### config.mk
export PLATFORM = sky130hd
export DESIGN_NAME = tbp_timer_out
export DESIGN_NICKNAME = d
export VERILOG_FILES = /design/src/tbp_pkg.sv /design/src/tbp_timer_out.sv
export SDC_FILE = /design/constraint.sdc
export NUM_CORES = 1
export LEC_CHECK = 0
export ABC_CLOCK_PERIOD_IN_PS = 2700
export CORE_MARGIN = 3
export CORE_UTILIZATION = 50
export CTS_CLUSTER_SIZE = 40
export DETAILED_ROUTE_END_ITERATION = 10
export DONT_BUFFER_PORTS = 1
export PLACE_DENSITY = 0.7
export REMOVE_ABC_BUFFERS = 1
export SLEW_MARGIN = 10
export SYNTH_ARGS = -nofsm -noshare
export SYNTH_HDL_FRONTEND = slang
export SYNTH_SLANG_ARGS = --single-unit
### constraint.sdc
create_clock -name clk -period 2.7 [get_ports clk]
set_input_delay 0.135 -clock clk [delete_from_list [all_inputs] [get_ports clk]]
set_output_delay 0.135 -clock clk [all_outputs]
set_load 0.01 [all_outputs]
### src/tbp_pkg.sv
// Constants shared by the timer buzzer and PWM output block
package tbp_pkg;
  // Register offsets on the plain register port
  localparam logic [1:0] OFF_CTRL   = 2'h0;
  localparam logic [1:0] OFF_COUNT  = 2'h1;
  localparam logic [1:0] OFF_RELOAD = 2'h2;
  localparam logic [1:0] OFF_STAT   = 2'h3;
  // Control register field positions
  localparam int CTRL_RUN   = 7;
  localparam int CTRL_RATE  = 4;
  localparam int CTRL_FAST  = 3;
  localparam int CTRL_EXT   = 2;
  localparam int CTRL_ALOAD = 1;
  localparam int CTRL_BUZ   = 0;
  // Status register field positions
  localparam int STAT_FLAG = 0;
  localparam int STAT_IEN  = 1;
  localparam int STAT_PWM  = 2;
  // Reset values
  localparam logic [7:0] CTRL_RST   = 8'h00;
  localparam logic [7:0] COUNT_RST  = 8'h00;
  localparam logic [7:0] RELOAD_RST = 8'h00;
  // Overflow boundaries as low-bit masks
  localparam logic [7:0] MASK_256 = 8'hff;
  localparam logic [7:0] MASK_64  = 8'h3f;
  localparam logic [7:0] MASK_32  = 8'h1f;
  localparam logic [7:0] MASK_16  = 8'h0f;
  // Prescaler base terms: instruction clock /2..256, fast /1..128
  localparam logic [7:0] PRE_SLOW = 8'hff;
  localparam logic [7:0] PRE_FAST = 8'h7f;
endpackage : tbp_pkg

### src/tbp_timer_out.sv
// Timer with buzzer and PWM outputs on a shared pin
//
// Function
// - Buzzer toggles each overflow, half overflow rate
// - Buzzer enable takes the shared pin
// - Buzzer disable returns pin, timer runs
// - Overflow flag and request kept with buzzer
// - PWM on pin only when running and enabled
// - PWM period starts high, ends low
// - Match of count and duty drives low
// - Overflow ends period, drives output high
// - Period or duty change waits next period
// - Two bits select 256, 64, 32, 16
// - Flag still set each PWM overflow
// - PWM enable takes the shared pin
// - PWM disable returns pin, timer runs
// - Fast select picks oscillator over instruction
// - External select counts event pin edges
// - PWM mode always reloads count at overflow
// - Reload writes buffered until next overflow
`timescale 1ns/1ps
`default_nettype none
module tbp_timer_out #(
  parameter int DW = 8
) (
  input  wire logic          clk,       // 200 MHz clock, fast source
  input  wire logic          resetn,    // Async reset, active low
  input  wire logic [1:0]    addr,      // Register address
  input  wire logic [DW-1:0] wdata,     // Write data
  input  wire logic          wr,        // Write strobe
  input  wire logic          rd,        // Read strobe
  output logic      [DW-1:0] rdata,     // Read data, cycle after rd
  input  wire logic          cpu_tick,  // Instruction clock enable
  input  wire logic          event_in,  // External event pin
  input  wire logic          gpio_out,  // GPIO level for the pin
  input  wire logic          gpio_oe,   // GPIO drive enable
  output logic               pin_out,   // Shared pin level
  output logic               pin_oe,    // Shared pin drive enable
  output logic               irq_req    // Overflow request
);
  if (DW != 8) begin : g_chk
    $error("tbp_timer_out serves an 8-bit timer only");
  end

  // Period mask from PWM state and the two resolution bits
  function automatic logic [7:0] pmask(input logic pwm,
                                       input logic aload,
                                       input logic buz);
    logic [7:0] m;
    m = tbp_pkg::MASK_256;
    if (pwm) begin
      unique case ({aload, buz})
        2'b00: m = tbp_pkg::MASK_256;
        2'b01: m = tbp_pkg::MASK_64;
        2'b10: m = tbp_pkg::MASK_32;
        2'b11: m = tbp_pkg::MASK_16;
      endcase
    end
    return m;
  endfunction : pmask

  // Compare two values on the low bits that the period mask keeps
  function automatic logic masked_eq(input logic [7:0] a,
                                     input logic [7:0] b,
                                     input logic [7:0] m);
    return (a & m) == (b & m);
  endfunction : masked_eq

  logic [7:0] ctrl_reg, ctrl_next;
  logic [7:0] count_reg, count_next;
  logic [7:0] buf_reg, buf_next;     // Holding buffer for writes
  logic [7:0] act_reg, act_next;     // Active duty, copied from the buffer at overflow
  logic [7:0] pre_reg, pre_next;
  logic [7:0] rdata_next;
  logic       flag_reg, flag_next;
  logic       ien_reg, ien_next;
  logic       pwm_en_reg, pwm_en_next;
  logic       pwm_reg, pwm_next;
  logic       buz_reg, buz_next;
  logic       ev_reg;
  logic       run, fast, ext, aload, buz_en;
  logic       ev_fall, src_tick, tick, ovf;
  logic [7:0] mask, pre_term;

  assign run    = ctrl_reg[tbp_pkg::CTRL_RUN];
  assign fast   = ctrl_reg[tbp_pkg::CTRL_FAST];
  assign ext    = ctrl_reg[tbp_pkg::CTRL_EXT];
  assign aload  = ctrl_reg[tbp_pkg::CTRL_ALOAD];
  assign buz_en = ctrl_reg[tbp_pkg::CTRL_BUZ];
  assign mask   = pmask(pwm_en_reg, aload, buz_en);

  // Clock source and prescaler terminal count
  always_comb begin
    logic [2:0] rate;
    rate     = ctrl_reg[tbp_pkg::CTRL_RATE +: 3];
    ev_fall  = ev_reg & ~event_in;
    src_tick = fast ? 1'b1 : cpu_tick;
    pre_term = (fast ? tbp_pkg::PRE_FAST : tbp_pkg::PRE_SLOW) >> rate;
    pre_next = pre_reg;
    // Cleared while stopped so a restart begins with a full step
    if (!run || ext) begin
      pre_next = 8'h00;
    end else if (src_tick) begin
      pre_next = (pre_reg == pre_term) ? 8'h00 : pre_reg + 8'h01;
    end
    // Event edges bypass the prescaler entirely
    if (ext) begin
      tick = run & ev_fall;
    end else begin
      tick = run & src_tick & (pre_reg == pre_term);
    end
    ovf = tick & masked_eq(count_reg, mask, mask);
  end

  // Counter, reload buffer, outputs and register writes
  always_comb begin
    ctrl_next   = ctrl_reg;
    count_next  = count_reg;
    buf_next    = buf_reg;
    act_next    = act_reg;
    flag_next   = flag_reg;
    ien_next    = ien_reg;
    pwm_en_next = pwm_en_reg;
    pwm_next    = pwm_reg;
    buz_next    = buz_reg;
    rdata_next  = 8'h00;
    if (ovf) begin
      act_next = buf_reg;
      if (pwm_en_reg || aload) begin
        count_next = buf_reg;
      end else begin
        count_next = 8'h00;
      end
    end else if (tick) begin
      count_next = count_reg + 8'h01;
    end
    // Period starts high; match ends the high part
    if (!pwm_en_reg || !run) begin
      pwm_next = 1'b1;
    end else if (ovf) begin
      pwm_next = 1'b1;
    end else if (masked_eq(count_reg, act_reg, mask)) begin
      pwm_next = 1'b0;
    end
    // Buzzer toggles per overflow, held low while off
    if (!buz_en || pwm_en_reg) begin
      buz_next = 1'b0;
    end else if (ovf) begin
      buz_next = ~buz_reg;
    end
    // Register writes; the count write wins over reload
    if (wr) begin
      unique case (addr)
        tbp_pkg::OFF_CTRL:   ctrl_next = wdata;
        tbp_pkg::OFF_COUNT:  count_next = wdata;
        tbp_pkg::OFF_RELOAD: buf_next = wdata;
        tbp_pkg::OFF_STAT: begin
          ien_next    = wdata[tbp_pkg::STAT_IEN];
          pwm_en_next = wdata[tbp_pkg::STAT_PWM];
          if (!wdata[tbp_pkg::STAT_FLAG]) begin
            flag_next = 1'b0;
          end
        end
      endcase
    end
    // Set after the write so an overflow beats a software clear
    if (ovf) begin
      flag_next = 1'b1;
    end
    if (rd) begin
      unique case (addr)
        tbp_pkg::OFF_CTRL:   rdata_next = ctrl_reg;
        tbp_pkg::OFF_COUNT:  rdata_next = count_reg;
        tbp_pkg::OFF_RELOAD: rdata_next = 8'h00;
        tbp_pkg::OFF_STAT:   rdata_next = {5'h00, pwm_en_reg,
                                           ien_reg, flag_reg};
      endcase
    end
  end

  // State registers
  always_ff @(posedge clk or negedge resetn) begin
    if (!resetn) begin
      ctrl_reg   <= tbp_pkg::CTRL_RST;
      count_reg  <= tbp_pkg::COUNT_RST;
      buf_reg    <= tbp_pkg::RELOAD_RST;
      act_reg    <= tbp_pkg::RELOAD_RST;
      pre_reg    <= 8'h00;
      rdata      <= 8'h00;
      flag_reg   <= 1'b0;
      ien_reg    <= 1'b0;
      pwm_en_reg <= 1'b0;
      pwm_reg    <= 1'b1;
      buz_reg    <= 1'b0;
      ev_reg     <= 1'b0;         // No false edge right after reset
    end else begin
      ctrl_reg   <= ctrl_next;
      count_reg  <= count_next;
      buf_reg    <= buf_next;
      act_reg    <= act_next;
      pre_reg    <= pre_next;
      rdata      <= rdata_next;
      flag_reg   <= flag_next;
      ien_reg    <= ien_next;
      pwm_en_reg <= pwm_en_next;
      pwm_reg    <= pwm_next;
      buz_reg    <= buz_next;
      ev_reg     <= event_in;
    end
  end

  // Shared pin: PWM, then buzzer, else the GPIO setting
  always_comb begin
    if (pwm_en_reg) begin
      pin_out = run & pwm_reg;
      pin_oe  = 1'b1;
    end else if (buz_en) begin
      pin_out = buz_reg;
      pin_oe  = 1'b1;
    end else begin
      pin_out = gpio_out;
      pin_oe  = gpio_oe;
    end
    irq_req = flag_reg & ien_reg;
  end
endmodule : tbp_timer_out
`default_nettype wire

* Word level (Yosys, flattened, before mapping)
Cells that the tools add are included.
** Operators by class
- Add/sub/neg operators :: 2
- Eq/ne operators :: 10
- Shifts and indexed selects :: 1
- Mux-type cells :: 28
- Bitwise gates (word level) :: 12
- Reductions and logical operators :: 18
** Operator list (number)
- $mux W8 :: 11
- $pmux W8 S4 :: 2
- $and A8 B8 Y8 :: 3
- $eq A8 B8 Y1 :: 3
- $add A8 B1 Y8 const B :: 2
- $mux W1 :: 15
- $eq A2 B2 Y1 const B :: 4
- $reduce_bool A2 Y1 :: 4
- $shr A8 B3 Y8 :: 1
- $and A1 B1 Y1 :: 7
- $reduce_and A2 Y1 :: 3
- $eq A2 B1 Y1 const B :: 2
- $logic_not A2 Y1 :: 2
- $logic_or A1 B1 Y1 :: 4
- $logic_not A1 Y1 :: 3
- $reduce_and A3 Y1 :: 1
- $reduce_bool A3 Y1 :: 1
- $ne A2 B1 Y1 const B :: 1
- $not A1 Y1 :: 2
** Word-level totals
- Register bits after elaboration :: 54
- Input bits :: 18
- Output and inout bits :: 11
- Word-level logic and storage cells :: 83

* Longest topological paths before layout
- Word-level depth :: 9
- Depth in mapped cells :: 9
- Mapped depth without buffers :: 8

* Worst setup path after synthesis
Ideal clock, no wire load.
- Kind :: register -> register
- Start point :: register ctrl_reg[3]
- End point :: register act_reg[1]
- Setup time :: 0.125 ns
- Arrival :: 2.034 ns
- Required time :: 2.575 ns
- Setup slack :: 0.541 ns
- Stages on the path, launching flop included :: 10
- Buffers on the path :: 2
- Clock period less this slack :: 2.159 ns
- Cells stage by stage :: dfrtp_1 -> o21ai_0 -> a211o_1 -> nand3_1 -> and4_1 -> buf_4 -> a21boi_4 -> nand2b_4 -> buf_6 -> mux2_4
** Between the ends
- Word-level cells in the longest chain between the ends :: 6
- Elaborated cells between the ends (all ways) :: 8
- Those cells by class :: eq/ne (1); shift (1); mux (3); bitwise (3)
** Ends and longest elaborated chain
- from (decl) :: line tbp_timer_out.sv:69 : logic [7:0] ctrl_reg, ctrl_next;
- from (signal assigned) :: line tbp_timer_out.sv:184 : ctrl_reg <= tbp_pkg::CTRL_RST;
- from (signal assigned) :: line tbp_timer_out.sv:197 : ctrl_reg <= ctrl_next;
- $mux W8 :: line tbp_timer_out.sv:98 : pre_term = (fast ? tbp_pkg::PRE_FAST : tbp_pkg::PRE_SLOW) >> rate;
- $shr A8 B3 Y8 :: line tbp_timer_out.sv:98
- $eq A8 B8 Y1 :: line tbp_timer_out.sv:110 : tick = run & src_tick & (pre_reg == pre_term);
- $and A1 B1 Y1 * :: line tbp_timer_out.sv:110
- $mux W1 * :: line tbp_timer_out.sv:107 : if (ext) begin
- $and A1 B1 Y1 * :: line tbp_timer_out.sv:112 : ovf = tick & masked_eq(count_reg, mask, mask);
- to (signal assigned) :: line tbp_timer_out.sv:187 : act_reg <= tbp_pkg::RELOAD_RST;
- to (signal assigned) :: line tbp_timer_out.sv:200 : act_reg <= act_next;
- to (decl) :: line tbp_timer_out.sv:72 : logic [7:0] act_reg, act_next;
Mark *: on every way between the ends. The rest lies on a longest branch, timed or not.
A chain may end at the register's enable or synchronous reset.

* Final worst setup path
- Start point :: register ctrl_reg[3]
- End point :: register pre_reg[3]
** Between the ends
- Word-level cells in the longest chain between the ends :: 6
- Elaborated cells between the ends (all ways) :: 8
- Those cells by class :: eq/ne (1); shift (1); mux (5); reduce/logical (1)
** Ends and longest elaborated chain
- $mux W8 :: line tbp_timer_out.sv:98
- $shr A8 B3 Y8 :: line tbp_timer_out.sv:98
- $eq A8 B8 Y1 :: line tbp_timer_out.sv:104 : pre_next = (pre_reg == pre_term) ? 8'h00 : pre_reg + 8'h01;
- $mux W8 :: line tbp_timer_out.sv:104
- $mux W8 :: line tbp_timer_out.sv:103 : end else if (src_tick) begin
- $mux W8 :: line tbp_timer_out.sv:101 : if (!run || ext) begin
- to (signal assigned) :: line tbp_timer_out.sv:201 : pre_reg <= pre_next;
- to (decl) :: line tbp_timer_out.sv:73 : logic [7:0] pre_reg, pre_next;
Parallel ways exist; a longest one is shown, timed or not. The select of a mux whose other input is x is not followed.

==> impl_summary.txt <==
----------------------------------------------------
[Status]
  Result of the run ... finished, final reports clean

[Detailed routing]
  Number of DRC markers in iteration 0 ... 171
  Routed WL ... 6980 µm
  Vias ... 2310
  DRC violations left ... 0
  Post-DR wirelength/cell ... 18.3 µm
  First drt pass iteration count ... 4
  Number of nets still failing antenna checks after routing ... 0
  Detail-routed via count per cell ... 6.06

[Critical path]
  Number of buffers and inverters on the critical path ... 1
  CP required ... 2.94 ns
  Critical path class ... reg2reg
  Critical Path End Type ... flip-flop
  Cells along the critical path ... o21ai_0, a211o_1, nand3_1, and4_1, buf_4, nand2b_1, or3b_2, a21oi_1
  Worst path slowest cell ... sky130_fd_sc_hd__or3b_2
  Slowest stage delay, CP ... 0.49 ns
  CP top delay family ... simple AND/OR/NAND/NOR gates
  Worst r2r path cells ... 8
  Top fanout value on the critical path ... 15
  Minimum setup slack among reg-to-reg paths ... 0.25 ns
  Critical register-to-register path endpoint ... pre_reg[3]
  Crit path launch type ... flip-flop
  Source of the worst register-to-register timing path ... ctrl_reg[3]
  Crit path DAT ... 2.69 ns

[Yosys]
  Number of flops mapped to enable cells by yosys ... 0
  Synthesized area divided by synthesized cell count ... 10.1 µm²
  Count of warnings emitted by yosys ... 0
  Largest family of logic cells by synthesized area ... simple AND/OR/NAND/NOR gates
  Area share of the leading cell type in the synthesized netlist ... 0.436
  Post-synthesis share of cell area spent on full adders, half adders and majority gates ... 0.0115
  Sequential share of the synthesized area ... 0.445
  Fraction of the mapped netlist area in simple logic gates ... 0.219
  Ranking of synthesized cells by instance count ... sky130_fd_sc_hd__dfrtp_1, sky130_fd_sc_hd__mux2_2, sky130_fd_sc_hd__nor2_1, sky130_fd_sc_hd__o21ai_0
  Multiplexer share of the synthesized area ... 0.142
  Most common cell in the netlist ... sky130_fd_sc_hd__dfrtp_1
  Fraction of the mapped netlist area in compound gates ... 0.127
  XOR/XNOR Fraction of Synth Area ... 0.0259
  Post-synthesis cell area ... 3040 µm²
  Top cell type by total area after synthesis ... sky130_fd_sc_hd__dfrtp_1
  Share of synthesized registers carrying an async set or reset ... 1.00
  Most common flop cell mapped by yosys ... sky130_fd_sc_hd__dfrtp_1
  Synthesized instance count ... 300
  Top cells by area in the synthesized netlist ... sky130_fd_sc_hd__dfrtp_1, sky130_fd_sc_hd__mux2_2, sky130_fd_sc_hd__mux2_4
  Number of storage elements in the synthesis netlist ... 54
  Unique masters post-synth ... 51

[Die]
  Io pins ... 29
  Initial core utilization ... 0.532
  Std-Cell Rows ... 27
  Area of the die ... 7050 µm²
  Die Height ... 84.0 µm
  X dimension of the die ... 84.0 µm
  Area of the placeable core ... 5710 µm²

[Placed design]
  Worst slack at placement ... 0.262 ns
  GPL Wtd Cong ... 0.891
  Area of placed instances ... 3090 µm²
  Buffers added on ports ... 0
  Detailed placer's ending HPWL ... 4770 µm

[Timing]
  Post-route minimum period ... 2.45 ns
  Fin Clk Skew ... 0.0129 ns
  Worst path setup slack after routing ... 0.249 ns
  Number of max-slew violations in the final report ... 0
  Hold violation total from the final report ... 0
  Worst hold margin ... 0.0107 ns
  Max-slew headroom at the worst pin ... 0.393
  Unrepaired setup endpoints after global routing ... no
  Worst-margin pin slew ... 0.908 ns
  Final setup violation count ... 0
  Share of the cycle needed by the critical path after routing ... 0.908
  Post-Route Setup TNS ... 0 ns
  Maximum clock rate ... 0.408 GHz

[Hold path]
  Hold Path Stages ... 2
  Endpoint, Worst Hold ... rdata[6]
  Startpoint of the lowest-slack hold path ... addr[0]
  Type of the worst min-delay path ... in2reg

[GRT]
  Antenna violations before repair ... 0
  Global Route Usage Sum ... 0.208
  Global route overflow ... 0
  Wire length of the first global-routing pass ... 11800 µm
  Maximum number of pins on one net before global-route repair ... 55
  Vias in the first global route ... 2260

[Layout]
  Area growth from synthesis to layout ... 10.1%
  Antenna Cells ... 0
  Share of layout cells above drive strength 1 ... 0.175
  Number of nets in the final layout ... 328
  Area of all placed cells without fillers ... 3350 µm²

[Power]
  Part of the total power dissipated in combinational logic ... 0.204
  Worst ir drop on vdd ... 0.000229 V
  Sequential cell fraction of total power ... 0.526
  Int Pwr ... 1.38 mW
  Reported leakage power ... 1.42 nW
  Pwr Density ... 597 nW/µm²
  Switch Pwr ... 616 µW
  Clk pwr share ... 0.269
  Switching part of the total power ... 0.308

[Flow run]
  Count of max-cap constraint violations ... 0

[Clock network]
  Num CTS Buffers ... 5
  Clock root cell ... sky130_fd_sc_hd__clkbuf_8
  Clock-pin slew on the worst setup and hold paths ... 0.10 ns
  Number of clock sinks ... 54
  Skew-Pair Late Insertion Delay ... 0.31 ns
  Number of buffers on the longest clock path ... 2
  H-tree depth reported by CTS ... 2
  Clock tree from TritonCTS ... yes

----------------------------------------------------
[per-layer routing]
metal / vias to the layer above / global-route usage / part of all wire
met3: 12 / 0.0385 / 0.055
li1: 1112 / - / -
met4: 0 / 0.0673 / 0.023
met5: - / 0 / 0
met2: 80 / 0.302 / 0.45
met1: 1106 / 0.311 / 0.47
[layout by cell type (no fill, tap or decap), types with 5 or more instances in the layout]
cell,netlist,final
sky130_fd_sc_hd__dfrtp_1,53,53
sky130_fd_sc_hd__o21ai_0,21,21
sky130_fd_sc_hd__nor2_1,21,21
sky130_fd_sc_hd__mux2_2,21,21
sky130_fd_sc_hd__nand2_1,16,16
sky130_fd_sc_hd__nand3_1,16,16
sky130_fd_sc_hd__a21oi_1,12,12
sky130_fd_sc_hd__dlygate4sd3_1,0,12
sky130_fd_sc_hd__mux2i_1,9,9
sky130_fd_sc_hd__nand4b_1,8,8
sky130_fd_sc_hd__nand2b_1,8,8
sky130_fd_sc_hd__nor3_1,8,8
sky130_fd_sc_hd__xnor2_1,8,8
sky130_fd_sc_hd__nor2b_1,7,7
sky130_fd_sc_hd__a31oi_1,7,7
sky130_fd_sc_hd__mux2_4,7,7
sky130_fd_sc_hd__or3b_2,5,5
sky130_fd_sc_hd__clkbuf_8,0,5
sky130_fd_sc_hd__buf_4,1,5
[power groups by stage]
stage               sequential [mW]  clock (mW)  combinational [mW]
global route                   1.07       0.586               0.461
floorplan                      1.02           0               0.295
finish                         1.05       0.538               0.409
detailed placement             1.07           0               0.365
CTS                            1.05       0.553               0.408
global placement               1.06           0               0.357
[final cells by class]
cell class | instances | area (µm²)
fill | 469 | 2360
multi-input combinational | 226 | 1600
sequential | 54 | 1350
timing repair buffer | 18 | 185
tap | 72 | 90.1
clock buffer | 5 | 68.8
clock inverter | 3 | 40.0
inverter | 3 | 11.3
[per-stage QoR]
stage	total power [mW]	util	std cells
after floorplan	1.32	-	283
after global placement	1.42	0.541	360
after detailed placement	1.43	0.541	360
after CTS	2.01	0.586	381
after global routing	2.12	0.586	381
final	2.00	0.586	381
[kinds of logic after synthesis]
kind of cell	Yosys count
AO/OA/AOI/OAI	60
XOR/XNOR	9
adder cells (fa/ha/maj)	3
buffers and inverters	20
flip-flops	54
multiplexers	37
AND/OR/NAND/NOR	117
[repair_timing]
action                                 CTS  global route
buffers inserted                         0             0
hold buffers                            13             0
resized for setup                        0             0
endpoints found under the hold margin   85             0
[how the worst max path moves through the flow]
stage	startpoint	to	slack, ns	cells past startpoint
global placement	ctrl_reg[3]	pre_reg[3]	0.31	8
global route	ctrl_reg[3]	pre_reg[3]	0.07	8
floorplan	ctrl_reg[6]	act_reg[1]	0.38	6
CTS	ctrl_reg[3]	pre_reg[3]	0.23	8
detailed placement	ctrl_reg[3]	pre_reg[3]	0.26	8
finish	ctrl_reg[3]	pre_reg[3]	0.25	8
Power figures use the tool's default switching activity.
